$ cat config.mk
export PLATFORM = sky130hd
export DESIGN_NAME = mpio_top
export DESIGN_NICKNAME = d
export VERILOG_FILES = /design/src/mpio_pkg.sv /design/src/mpio_sync.sv /design/src/mpio_top.sv
export SDC_FILE = /design/constraint.sdc
export NUM_CORES = 1
export LEC_CHECK = 0
export ABC_AREA = 0
export BUFFER_PORTS_ARGS = -buffer_cell sky130_fd_sc_hd__buf_4
export CORE_UTILIZATION = 25
export DETAILED_ROUTE_END_ITERATION = 10
export SYNTH_ARGS = -nofsm -noshare
export SYNTH_HDL_FRONTEND = slang
export SYNTH_SLANG_ARGS = --single-unit
$ cat constraint.sdc
create_clock -name clk -period 1.83 [get_ports clk]
set_input_delay 0.183 -clock clk [delete_from_list [all_inputs] [get_ports clk]]
set_output_delay 0.183 -clock clk [all_outputs]
set_load 0.03 [all_outputs]
$ cat src/mpio_pkg.sv
// Constants and address map of the multi-port I/O block
package mpio_pkg;
  // Data-memory byte locations of the port registers
  localparam logic [7:0] MPIO_L_DATA_ADDR = 8'hd0;
  localparam logic [7:0] MPIO_L_CFG_ADDR = 8'hd1;
  localparam logic [7:0] MPIO_L_PIN_ADDR = 8'hd2;
  localparam logic [7:0] MPIO_G_DATA_ADDR = 8'hd4;
  localparam logic [7:0] MPIO_G_CFG_ADDR = 8'hd5;
  localparam logic [7:0] MPIO_G_PIN_ADDR = 8'hd6;
  localparam logic [7:0] MPIO_C_DATA_ADDR = 8'hd8;
  localparam logic [7:0] MPIO_C_CFG_ADDR = 8'hd9;
  localparam logic [7:0] MPIO_C_PIN_ADDR = 8'hda;
  localparam logic [7:0] MPIO_I_PIN_ADDR = 8'hdc;
  localparam logic [7:0] MPIO_D_DATA_ADDR = 8'hdd;
  // Values after reset
  localparam logic [7:0] MPIO_BIDIR_RESET = 8'h00;
  localparam logic [7:0] MPIO_D_RESET = 8'hff;
  // Special port bit positions
  localparam int MPIO_G_IRQ_BIT = 0;
  localparam int MPIO_G_ERR_BIT = 1;
  localparam int MPIO_G_CAPT_BIT = 2;
  localparam int MPIO_G_T1IO_BIT = 3;
  localparam int MPIO_G_SDO_BIT = 4;
  localparam int MPIO_G_SCK_BIT = 5;
  localparam int MPIO_G_SDI_BIT = 6;
  localparam int MPIO_G_OSC_BIT = 7;
  localparam int MPIO_G_IDLE_BIT = 6;
  localparam int MPIO_G_HALT_BIT = 7;
  localparam int MPIO_G_ALTSK_BIT = 6;
  localparam int MPIO_G_DLY_BIT = 7;
  // Special port bits that are general I/O
  localparam logic [7:0] MPIO_G_GPIO_MASK = 8'h3d;
  // Bits of special data register that are stored and read back; bits 6 and 7 read as zero
  localparam logic [7:0] MPIO_G_DATA_RD_MASK = 8'h3f;
  // Synchroniser depth, in clock cycles
  localparam int MPIO_SYNC_STAGES = 2;
endpackage : mpio_pkg

$ cat src/mpio_sync.sv
// Two-flop synchroniser for a bus of pin levels
module mpio_sync #(
  parameter int WIDTH = 8
) (
  // Clock and reset
  input wire logic clk,
  input wire logic rst_n,
  // Asynchronous levels in, synchronised levels out
  input wire logic [WIDTH-1:0] async_in,
  output logic [WIDTH-1:0] sync_out
);
  logic [WIDTH-1:0] meta_q;
  logic [WIDTH-1:0] meta_d;
  logic [WIDTH-1:0] sync_q;
  logic [WIDTH-1:0] sync_d;

  // Next values: first stage feeds only the second
  always_comb begin
    meta_d = async_in;
    sync_d = meta_q;
  end

  // Register both stages
  always_ff @(posedge clk) begin
    if (!rst_n) begin
      meta_q <= '0;
      sync_q <= '0;
    end else begin
      meta_q <= meta_d;
      sync_q <= sync_d;
    end
  end

  assign sync_out = sync_q;
endmodule : mpio_sync

$ cat src/mpio_top.sv
// Multi-port parallel I/O block with memory-mapped port registers
//
// Contract
// Config and data bits pick hi-Z, pull-up input, drive low, drive high.
// Each bidirectional port has config, data and pin-read byte locations.
// Wake port feeds wakeup on all pins; bits 4-7 feed timers two, three.
// Special port: bits 0,2-5 I/O, bit 6 input, bit 1 error output.
// Bit 7 is oscillator output, or an input whose rise ends halt.
// Special data bits 6 and 7 always read back as zero.
// Writing one to special data bit 7 requests halt.
// Writing one to special data bit 6 requests idle.
// Special config bit 6 selects the alternate serial clock phase.
// Special config bit 7 enables start-up delay after halt; code does so only when CRYSTAL_OPTION is 0.
// Special port carries serial, timer one and interrupt alternates.
// Analog port is eight input-only hi-Z pins shared with comparator.
// Software masks unbonded bits or uses single-bit accesses.
// Output-only port is eight bits and driven high during reset.
// Every register bit is settable, clearable, testable on its own.
// Reset clears bidirectional registers, leaving pins as hi-Z inputs.
// Pin levels pass two synchroniser flops before any use.
module mpio_top
#(
  parameter int WIDTH = 8,
  parameter bit CRYSTAL_OPTION = 1'b1
) (
  // Clock and reset
  input wire logic clk,
  input wire logic rst_n,
  // Data-memory access
  input wire logic [7:0] cpu_addr,
  input wire logic cpu_wr,
  input wire logic [WIDTH-1:0] cpu_wdata,
  input wire logic [WIDTH-1:0] cpu_wmask,
  input wire logic cpu_rd,
  output logic [WIDTH-1:0] cpu_rdata,
  // Wake-capable port pins
  input wire logic [WIDTH-1:0] l_pin_in,
  output logic [WIDTH-1:0] l_pin_out,
  output logic [WIDTH-1:0] l_pin_oe,
  output logic [WIDTH-1:0] l_pullup_en,
  // Special port pins
  input wire logic [WIDTH-1:0] g_pin_in,
  output logic [WIDTH-1:0] g_pin_out,
  output logic [WIDTH-1:0] g_pin_oe,
  output logic [WIDTH-1:0] g_pullup_en,
  // General port pins
  input wire logic [WIDTH-1:0] c_pin_in,
  output logic [WIDTH-1:0] c_pin_out,
  output logic [WIDTH-1:0] c_pin_oe,
  output logic [WIDTH-1:0] c_pullup_en,
  // Analog-sharing input port pins
  input wire logic [WIDTH-1:0] i_pin_in,
  // Output-only port pins
  output logic [WIDTH-1:0] d_pin_out,
  // Supervisor and oscillator
  input wire logic supervisor_error,
  input wire logic osc_level,
  // Power mode and serial clock phase controls
  output logic halt_req,
  output logic idle_req,
  output logic halt_wake,
  output logic startup_delay_enable,
  output logic serial_alt_phase,
  // Alternate function taps
  output logic [WIDTH-1:0] multi_input_wakeup,
  output logic timer_two_input_a,
  output logic timer_two_input_b,
  output logic timer_three_input_a,
  output logic timer_three_input_b,
  output logic serial_data_in,
  output logic serial_clock_pin,
  output logic serial_data_out_pin,
  output logic timer_one_io,
  output logic timer_one_capture_in,
  output logic external_irq_in,
  output logic [WIDTH-1:0] analog_pin_level
);
  import mpio_pkg::*;

  logic [WIDTH-1:0] l_sync, g_sync, c_sync, i_sync;
  logic [WIDTH-1:0] l_data_q, l_data_d, l_cfg_q, l_cfg_d;
  logic [WIDTH-1:0] g_data_q, g_data_d, g_cfg_q, g_cfg_d;
  logic [WIDTH-1:0] c_data_q, c_data_d, c_cfg_q, c_cfg_d;
  logic [WIDTH-1:0] d_data_q, d_data_d;
  logic [WIDTH-1:0] rdata_q, rdata_d;
  logic halt_q, halt_d, idle_q, idle_d;
  logic osc_prev_q, osc_prev_d, wake_q, wake_d;
  logic g_data_wr;
  // Merge masked write bits into a register
  function automatic logic [WIDTH-1:0] merge(
    input logic [WIDTH-1:0] old_v,
    input logic [WIDTH-1:0] new_v,
    input logic [WIDTH-1:0] mask
  );
    merge = (old_v & ~mask) | (new_v & mask);
  endfunction : merge
  // Pin synchronisers
  mpio_sync #(.WIDTH(WIDTH)) u_sync_l (.clk(clk), .rst_n(rst_n),
    .async_in(l_pin_in), .sync_out(l_sync));
  mpio_sync #(.WIDTH(WIDTH)) u_sync_g (.clk(clk), .rst_n(rst_n),
    .async_in(g_pin_in), .sync_out(g_sync));
  mpio_sync #(.WIDTH(WIDTH)) u_sync_c (.clk(clk), .rst_n(rst_n),
    .async_in(c_pin_in), .sync_out(c_sync));
  mpio_sync #(.WIDTH(WIDTH)) u_sync_i (.clk(clk), .rst_n(rst_n),
    .async_in(i_pin_in), .sync_out(i_sync));
  assign g_data_wr = cpu_wr && (cpu_addr == MPIO_G_DATA_ADDR);
  // Register writes and read mux
  always_comb begin
    l_data_d = l_data_q;
    l_cfg_d = l_cfg_q;
    g_data_d = g_data_q;
    g_cfg_d = g_cfg_q;
    c_data_d = c_data_q;
    c_cfg_d = c_cfg_q;
    d_data_d = d_data_q;
    // Masked writes give single-bit set and clear
    if (cpu_wr) begin
      unique case (cpu_addr)
        MPIO_L_DATA_ADDR: l_data_d = merge(l_data_q, cpu_wdata, cpu_wmask);
        MPIO_L_CFG_ADDR: l_cfg_d = merge(l_cfg_q, cpu_wdata, cpu_wmask);
        MPIO_G_DATA_ADDR: g_data_d = merge(g_data_q, cpu_wdata,
          cpu_wmask & MPIO_G_DATA_RD_MASK);
        MPIO_G_CFG_ADDR: g_cfg_d = merge(g_cfg_q, cpu_wdata, cpu_wmask);
        MPIO_C_DATA_ADDR: c_data_d = merge(c_data_q, cpu_wdata, cpu_wmask);
        MPIO_C_CFG_ADDR: c_cfg_d = merge(c_cfg_q, cpu_wdata, cpu_wmask);
        MPIO_D_DATA_ADDR: d_data_d = merge(d_data_q, cpu_wdata, cpu_wmask);
        default: ;
      endcase
    end
    rdata_d = rdata_q;
    // Three locations per bidirectional port
    if (cpu_rd) begin
      unique case (cpu_addr)
        MPIO_L_DATA_ADDR: rdata_d = l_data_q;
        MPIO_L_CFG_ADDR: rdata_d = l_cfg_q;
        MPIO_L_PIN_ADDR: rdata_d = l_sync;
        // Mode bits read as zero
        MPIO_G_DATA_ADDR: rdata_d = g_data_q & MPIO_G_DATA_RD_MASK;
        MPIO_G_CFG_ADDR: rdata_d = g_cfg_q;
        MPIO_G_PIN_ADDR: rdata_d = g_sync;
        MPIO_C_DATA_ADDR: rdata_d = c_data_q;
        MPIO_C_CFG_ADDR: rdata_d = c_cfg_q;
        MPIO_C_PIN_ADDR: rdata_d = c_sync;
        // Analog port read as plain input
        MPIO_I_PIN_ADDR: rdata_d = i_sync;
        MPIO_D_DATA_ADDR: rdata_d = d_data_q;
        default: rdata_d = '0;
      endcase
    end
  end

  // Port registers
  always_ff @(posedge clk) begin
    if (!rst_n) begin
      // Bidirectional registers clear
      l_data_q <= MPIO_BIDIR_RESET;
      l_cfg_q <= MPIO_BIDIR_RESET;
      g_data_q <= MPIO_BIDIR_RESET;
      g_cfg_q <= MPIO_BIDIR_RESET;
      c_data_q <= MPIO_BIDIR_RESET;
      c_cfg_q <= MPIO_BIDIR_RESET;
      // Output port preset high
      d_data_q <= MPIO_D_RESET;
      rdata_q <= '0;
    end else begin
      l_data_q <= l_data_d;
      l_cfg_q <= l_cfg_d;
      g_data_q <= g_data_d;
      g_cfg_q <= g_cfg_d;
      c_data_q <= c_data_d;
      c_cfg_q <= c_cfg_d;
      d_data_q <= d_data_d;
      rdata_q <= rdata_d;
    end
  end

  // Mode requests and halt restart edge
  always_comb begin
    // Halt request on write of one
    halt_d = g_data_wr && cpu_wmask[MPIO_G_HALT_BIT]
      && cpu_wdata[MPIO_G_HALT_BIT];
    // Idle request on write of one
    idle_d = g_data_wr && cpu_wmask[MPIO_G_IDLE_BIT]
      && cpu_wdata[MPIO_G_IDLE_BIT];
    osc_prev_d = g_sync[MPIO_G_OSC_BIT];
    // Rising input edge ends halt
    wake_d = !CRYSTAL_OPTION && g_sync[MPIO_G_OSC_BIT] && !osc_prev_q;
  end

  // Register mode pulses
  always_ff @(posedge clk) begin
    if (!rst_n) begin
      halt_q <= 1'b0;
      idle_q <= 1'b0;
      osc_prev_q <= 1'b0;
      wake_q <= 1'b0;
    end else begin
      halt_q <= halt_d;
      idle_q <= idle_d;
      osc_prev_q <= osc_prev_d;
      wake_q <= wake_d;
    end
  end

  assign halt_req = halt_q;
  assign idle_req = idle_q;
  assign halt_wake = wake_q;
  assign cpu_rdata = rdata_q;
  assign d_pin_out = d_data_q;

  // Pin drive from config and data
  assign l_pin_oe = l_cfg_q;
  assign l_pin_out = l_data_q;
  assign l_pullup_en = ~l_cfg_q & l_data_q;
  assign c_pin_oe = c_cfg_q;
  assign c_pin_out = c_data_q;
  assign c_pullup_en = ~c_cfg_q & c_data_q;

  // Special port drive per bit
  always_comb begin
    g_pin_oe = g_cfg_q & MPIO_G_GPIO_MASK;
    g_pin_out = g_data_q & MPIO_G_GPIO_MASK;
    g_pullup_en = ~g_cfg_q & g_data_q & MPIO_G_GPIO_MASK;
    // Error output drives low only while an error stands
    g_pin_oe[MPIO_G_ERR_BIT] = supervisor_error;
    g_pin_out[MPIO_G_ERR_BIT] = 1'b0;
    // Oscillator output under crystal option
    g_pin_oe[MPIO_G_OSC_BIT] = CRYSTAL_OPTION;
    g_pin_out[MPIO_G_OSC_BIT] = CRYSTAL_OPTION && osc_level;
  end

  // Alternate serial clock phase
  assign serial_alt_phase = g_cfg_q[MPIO_G_ALTSK_BIT];
  // Start-up delay only with resistor-capacitor clock
  assign startup_delay_enable = !CRYSTAL_OPTION && g_cfg_q[MPIO_G_DLY_BIT];

  // Wakeup and timer two, three inputs
  assign multi_input_wakeup = l_sync;
  assign timer_two_input_a = l_sync[4];
  assign timer_two_input_b = l_sync[5];
  assign timer_three_input_a = l_sync[6];
  assign timer_three_input_b = l_sync[7];
  // Special port alternate inputs
  assign serial_data_in = g_sync[MPIO_G_SDI_BIT];
  assign serial_clock_pin = g_sync[MPIO_G_SCK_BIT];
  assign serial_data_out_pin = g_sync[MPIO_G_SDO_BIT];
  assign timer_one_io = g_sync[MPIO_G_T1IO_BIT];
  assign timer_one_capture_in = g_sync[MPIO_G_CAPT_BIT];
  assign external_irq_in = g_sync[MPIO_G_IRQ_BIT];
  assign analog_pin_level = i_sync;
endmodule : mpio_top

### Yosys cells after proc, flatten, opt, wreduce, memory -nomap -nowiden

Index checks and enable logic that the tools add are counted.

* bits in registers: 130
* latch bits: 0
* bits in writable memories: 0
* bits in read-only memories: 0
* input bits: 62
* output and inout bits: 119
* word-level logic and storage cells: 66
* memories: 0

* $add $sub $neg: 0
* multiply operators: 0
* div/mod/pow operators: 0
* $lt $le $gt $ge: 0
* eq/ne operators: 11
* shift-type cells: 0
* multiplexer cells: 1
* bitwise gates (word level): 24
* reduce and logical (&&, ||, !) cells: 12

Operator list (count)
* 8-bit equality test (second input constant): 11
* 8-bit one-hot mux with 11 select lines: 1
* 8-bit bitwise AND: 10
* 8-bit OR: 7
* 8-bit NOT: 3
* 2-bit AND reduction: 7
* 8-bit by 6-bit bitwise AND with 8-bit output: 1
* 6-bit NOT with 8-bit output: 1
* 6-bit bitwise AND: 1
* 6-bit NOT: 1
* 1-bit logical AND: 5

### Longest topological paths before layout

* depth after elaboration: 4
* gate-level depth with buffers: 7
* mapped depth without buffers: 5

### Cells and area by module

A second synthesis with hierarchy kept.

* cells, all modules: 645
* area, all modules: 5834.3 µm²

By module, submodules not included
* mpio_top: times used 1, cells each 513, area each 4047.6 µm², sequential area each 1281.2 µm²
* mpio_sync: times used 4, cells each 33, area each 446.7 µm², sequential area each 320.3 µm²

### Least setup slack after synthesis

OpenSTA, ideal clock, no wires.

* kind: input to register
* start point: in cpu_addr[5]
* end point: reg (tool-made name)
* library setup time: 0.135 ns
* data arrival time: 1.313 ns
* data required time: 1.695 ns
* setup slack: 0.382 ns
* stages: 7
* path buffers: 2
* cell sequence: nand4b_4 > buf_6 > nor4_4 > buf_4 > nand2_1 > nand2_1 > nand3_1

RTL lines
* start: declaration: RTL line mpio_top.sv:30 `input wire logic [7:0] cpu_addr,`

### Final worst setup path

* start point: reg u_sync_l.sync_q[0], in the netlist u_sync_l.sync_out[0]
* end point: reg rdata_q[0], in the netlist cpu_rdata[0]

* cells in the longest elaborated chain, start to end: 1

Ends and longest elaborated chain
* start: declaration: RTL line mpio_sync.sv:14 `logic [WIDTH-1:0] sync_q;`
* start signal: assignment: RTL line mpio_sync.sv:30 `sync_q <= sync_d;`
* 8-bit one-hot mux with 11 select lines: RTL line mpio_top.sv:133 `unique case (cpu_addr)`
* end signal: assignment: RTL line mpio_top.sv:173 `rdata_q <= rdata_d;`
* end: declaration: RTL line mpio_top.sv:85 `logic [WIDTH-1:0] rdata_q, rdata_d;`

No other way between the ends.
A chain may end at the register's enable or synchronous reset.

==> results.md <==
| Quantity | Value |
| --- | --- |
| Area share of the leading cell type in the synthesized netlist | 45.08% |
| Worst-case register-to-register setup slack | 390 ps |
| Layout fillers | 2260 |
| Data required time at the worst endpoint | 2120 ps |
| Largest clock skew in the final design | 21.99 ps |
| Delay of the slowest critical-path stage | 430 ps |
| Die outline height | 152.8 um |
| Number of distinct library cells after synthesis | 46 |
| Number of DRC violations after detailed routing | 12 |
| Worst path setup slack after routing | 391.3 ps |
| Number of buffers added on ports | 167 |
| Non-Filler Cell Area, Final | 8050 um^2 |
| Total length of routed wires | 18180 um |
| Maximum number of pins on one net before global-route repair | 78 |
| Placeable core region | 22030 um^2 |
| Leak pwr | 3.433 nW |
| Number of warnings printed during yosys synthesis | 0 |
| Main combinational cell family by area after synthesis | simple AND/OR/NAND/NOR gates |
| Total congestion overflow | 0 |
| Mux share of post-synthesis cell area | 7.286% |
| Fmax | 0.6951 GHz |
| Post-detailed-route via-to-cell ratio | 4.513 |
| Dpl cell area | 7116 um^2 |
| Post-synthesis average cell area | 9.213 um^2 |
| TritonCTS clock tree | built |
| Number of global-route vias before repair | 4761 |
| CTS Root Buffer Type | clkbuf_16 |
| Synthesized-area fraction occupied by xor and xnor cells | 0% |
| Number of cell instances on the worst register-to-register path | 4 |
| Fraction of layout cells with a size suffix above 1 | 29.77% |
| Mapped Cells | 617 |
| Status | finished with violations |
| Maximum fanout encountered on the critical timing path | 2 |
| Seq/Total Area, Yosys | 45.08% |
| Setup slack after placement | 84.39 ps |
| Number of enable flip-flop cells after synthesis | 0 |
| Combined global-route utilization of all metal layers | 15.87% |
| Crit-path slowest cell | a222oi_1 |
| Count of clock tree sinks | 128 |
| Top post-synthesis cells by area | dfxtp_1 (45%), and2_1 (7.3%), nand2_1 (6.7%), mux2i_1 (5.1%), nand3_1 (5.0%) |
| Capture point of the worst reg-to-reg path | cpu_rdata[0]$_SDFFE_PN0P_ |
| 1st-iter DRT viols | 323 |
| Register clock-pin slew on the reported worst setup and hold paths | 60 ps |
| Largest area contributor in the synthesized netlist | dfxtp_1 |
| Worst min-delay path category | in -> reg |
| Number of top-level pins | 181 |
| Latest clock arrival within the worst-skew pair | 420 ps |
| Fin crit period | 1439 ps |
| Share of the clock period used by the worst path after layout | 78.62% |
| Ant. Diodes | 0 |
| DPL Wire Length | 13300 um |
| List of cells traversed by the critical path | a222oi_1, mux2i_1, a221oi_1, nor3_1 |
| Power density normalized to cell area | 879.0 nW/um^2 |
| Wire length per cell | 16.63 um |
| Post-DRT Antenna Nets | 0 |
| Cell count after placement | 1030 |
| Compound-cell area share of the yosys netlist | 10.72% |
| Simple-gate portion of the synthesized area | 29.39% |
| Die Footprint | 23340 um^2 |
| Adder-cell share of the synthesized area | 0% |
| Weighted congestion reported at the end of routability-driven placement | 0.8046 |
| Non-filler instance count after layout | 1093 |
| Final-stage net count | 863 |
| Effective utilization at floorplan | 25.81% |
| Number of stages on the worst hold path | 3 |
| Flop and latch count out of synthesis | 128 |
| Max-cap violations | 0 |
| Post-route setup TNS | 0 ps |
| Critical path arrival | 1730 ps |
| H-tree depth | 4 |
| Critical path startpoint category | flop |
| Wire length of the first global-routing pass | 28020 um |
| Critical setup path kind | reg -> reg |
| TritonCTS Buffers | 17 |
| Number of core rows | 54 |
| Number of setup violations in the final report | 0 |
| Endpoint kind of the worst setup timing path | flop |
| # Post-CTS Setup Buffers | 0 |
| Number of detailed-route iterations in the first pass | 8 |
| Violated checks | DRC |
| Number of antenna violations at the first check in global routing | 0 |
| Startpoint of the most critical hold path | cpu_wdata[6] |
| Proportion of synthesized flip-flops having asynchronous set or reset | 0% |
| Synth Flop Type | dfxtp_1 |
| Relative area change from synthesis to final layout | 41.62% |
| Count of final hold-check violations | 0 |
| Worst IR drop on VDD | 0.5583 mV |
| Synthesized cell area | 5684 um^2 |
| Bufs on Longest Clock Path | 2 |
| Total count of max-transition violations in the final report | 0 |
| Total number of vias | 4933 |
| Die boundary width | 152.8 um |
| Unrepaired setup endpoints after global routing | false |
| Source of the worst register-to-register timing path | u_sync_l.sync_out[0]$_SDFF_PN0_ |
## placed cells by master, fill, tap and decap left out, drive strengths merged, types with 3 or more instances in the layout
master       instances
buf                189
and2                66
dfxtp              128
nand3b               3
dlygate4sd3         32
inv                  7
a221oi               3
o211ai               4
a22oi                8
nand2              102
a211oi               5
nor4                 9
o21ai                3
bufinv               4
clkinv               5
a21boi              32
nand3               57
a21oi                6
conb                 9
mux2                 5
mux2i               29
mux4                 3
nand2b               6
clkinvlp             3
clkbuf              17
nor2                16
o22ai                4
nor2b               36
## cell families (layout without fill, tap and decap cells)
kind of cell	after synthesis	count (layout)
and+or+nand+nor	302	302
AOI/OAI and AO/OA	80	80
muxes	37	37
other	2	9
buffers and inverters	68	257
DFF	128	128
## power breakdown
part | switching, mW | total, mW | internal, mW
combinational | 0.336 | 0.612 | 0.276
clock | 1.30 | 3.57 | 2.27
sequential | 0.0347 | 2.89 | 2.86
total | 1.67 | 7.08 | 5.40
## how the worst max path moves through the flow
stage / start / to / slack, ps / cells after the start
floorplan: cpu_addr[5] / flop / 380 / 7
finish: u_sync_l.sync_out[0]$_SDFF_PN0_ / cpu_rdata[0]$_SDFFE_PN0P_ / 390 / 4
detailed placement: cpu_addr[3] / cpu_rdata[0]$_SDFFE_PN0P_ / 80 / 6
global route: u_sync_l.sync_out[0]$_SDFF_PN0_ / cpu_rdata[0]$_SDFFE_PN0P_ / 270 / 4
CTS: flop / l_pullup_en[6] / 390 / 2
global placement: cpu_addr[3] / cpu_rdata[0]$_SDFFE_PN0P_ / 110 / 6
## final cells by class
class                   instances  area, um^2  share of cell area, %
multi-input cells             428        2728                  33.88
flip-flops and latches        128        2562                  31.83
repair buffers                221        1777                  22.07
clock buffers                  17       425.4                  5.284
well taps                     280       350.3                  4.352
clock inverters                14       188.9                  2.347
inverters                       5       18.77                 0.2331
## routing by layer
metal / vias up / track usage, % / part of all wire, %
met1: 2325 / 19.88 / 45
li1: 2440 / - / -
met4: 0 / 4.089 / 0.84
met2: 162 / 26.32 / 48
met5: - / 0 / 0
met3: 6 / 4.892 / 6.2
## critical path: cells and delay by family (launching register included)
kind | cells | cell delay (ps)
simple gates | 1 | 80
compound gates | 2 | 760
flops | 1 | 340
mux | 1 | 140
## timing repair
item                                   4_1_cts  5_1_grt
hold buffers                                32        0
gates resized for setup                      0        0
endpoints found under the hold margin       32        0
## Yosys cell counts (3+ instances only)
library cell,n
buf_2,3
a21boi_0,8
a21boi_1,24
mux2_2,5
mux4_2,3
o211ai_1,4
nand3b_1,3
nand2_1,102
a221oi_1,3
nor4_4,7
nand2b_1,5
and2_1,66
a22oi_1,8
nand3_1,57
nor2b_1,36
nor2_1,14
buf_4,33
a211oi_1,5
mux2i_1,29
inv_1,5
buf_6,5
a21oi_1,6
dfxtp_1,128
clkbuf_1,22
o22ai_1,4
o21ai_0,3
## stage by stage
stage / utilization [%] / power [mW] / hold WS, ps
6_report: 36.55 / 7.076 / 50.12
5_1_grt: 36.55 / 7.346 / 51.20
4_1_cts: 36.55 / 7.160 / 40.78
3_5_place_dp: 32.31 / 3.512 / 366.2
3_3_place_gp: 32.31 / 3.507 / 366.2
2_1_floorplan: - / 3.290 / 310.3
(Power assumes the default switching activity.)
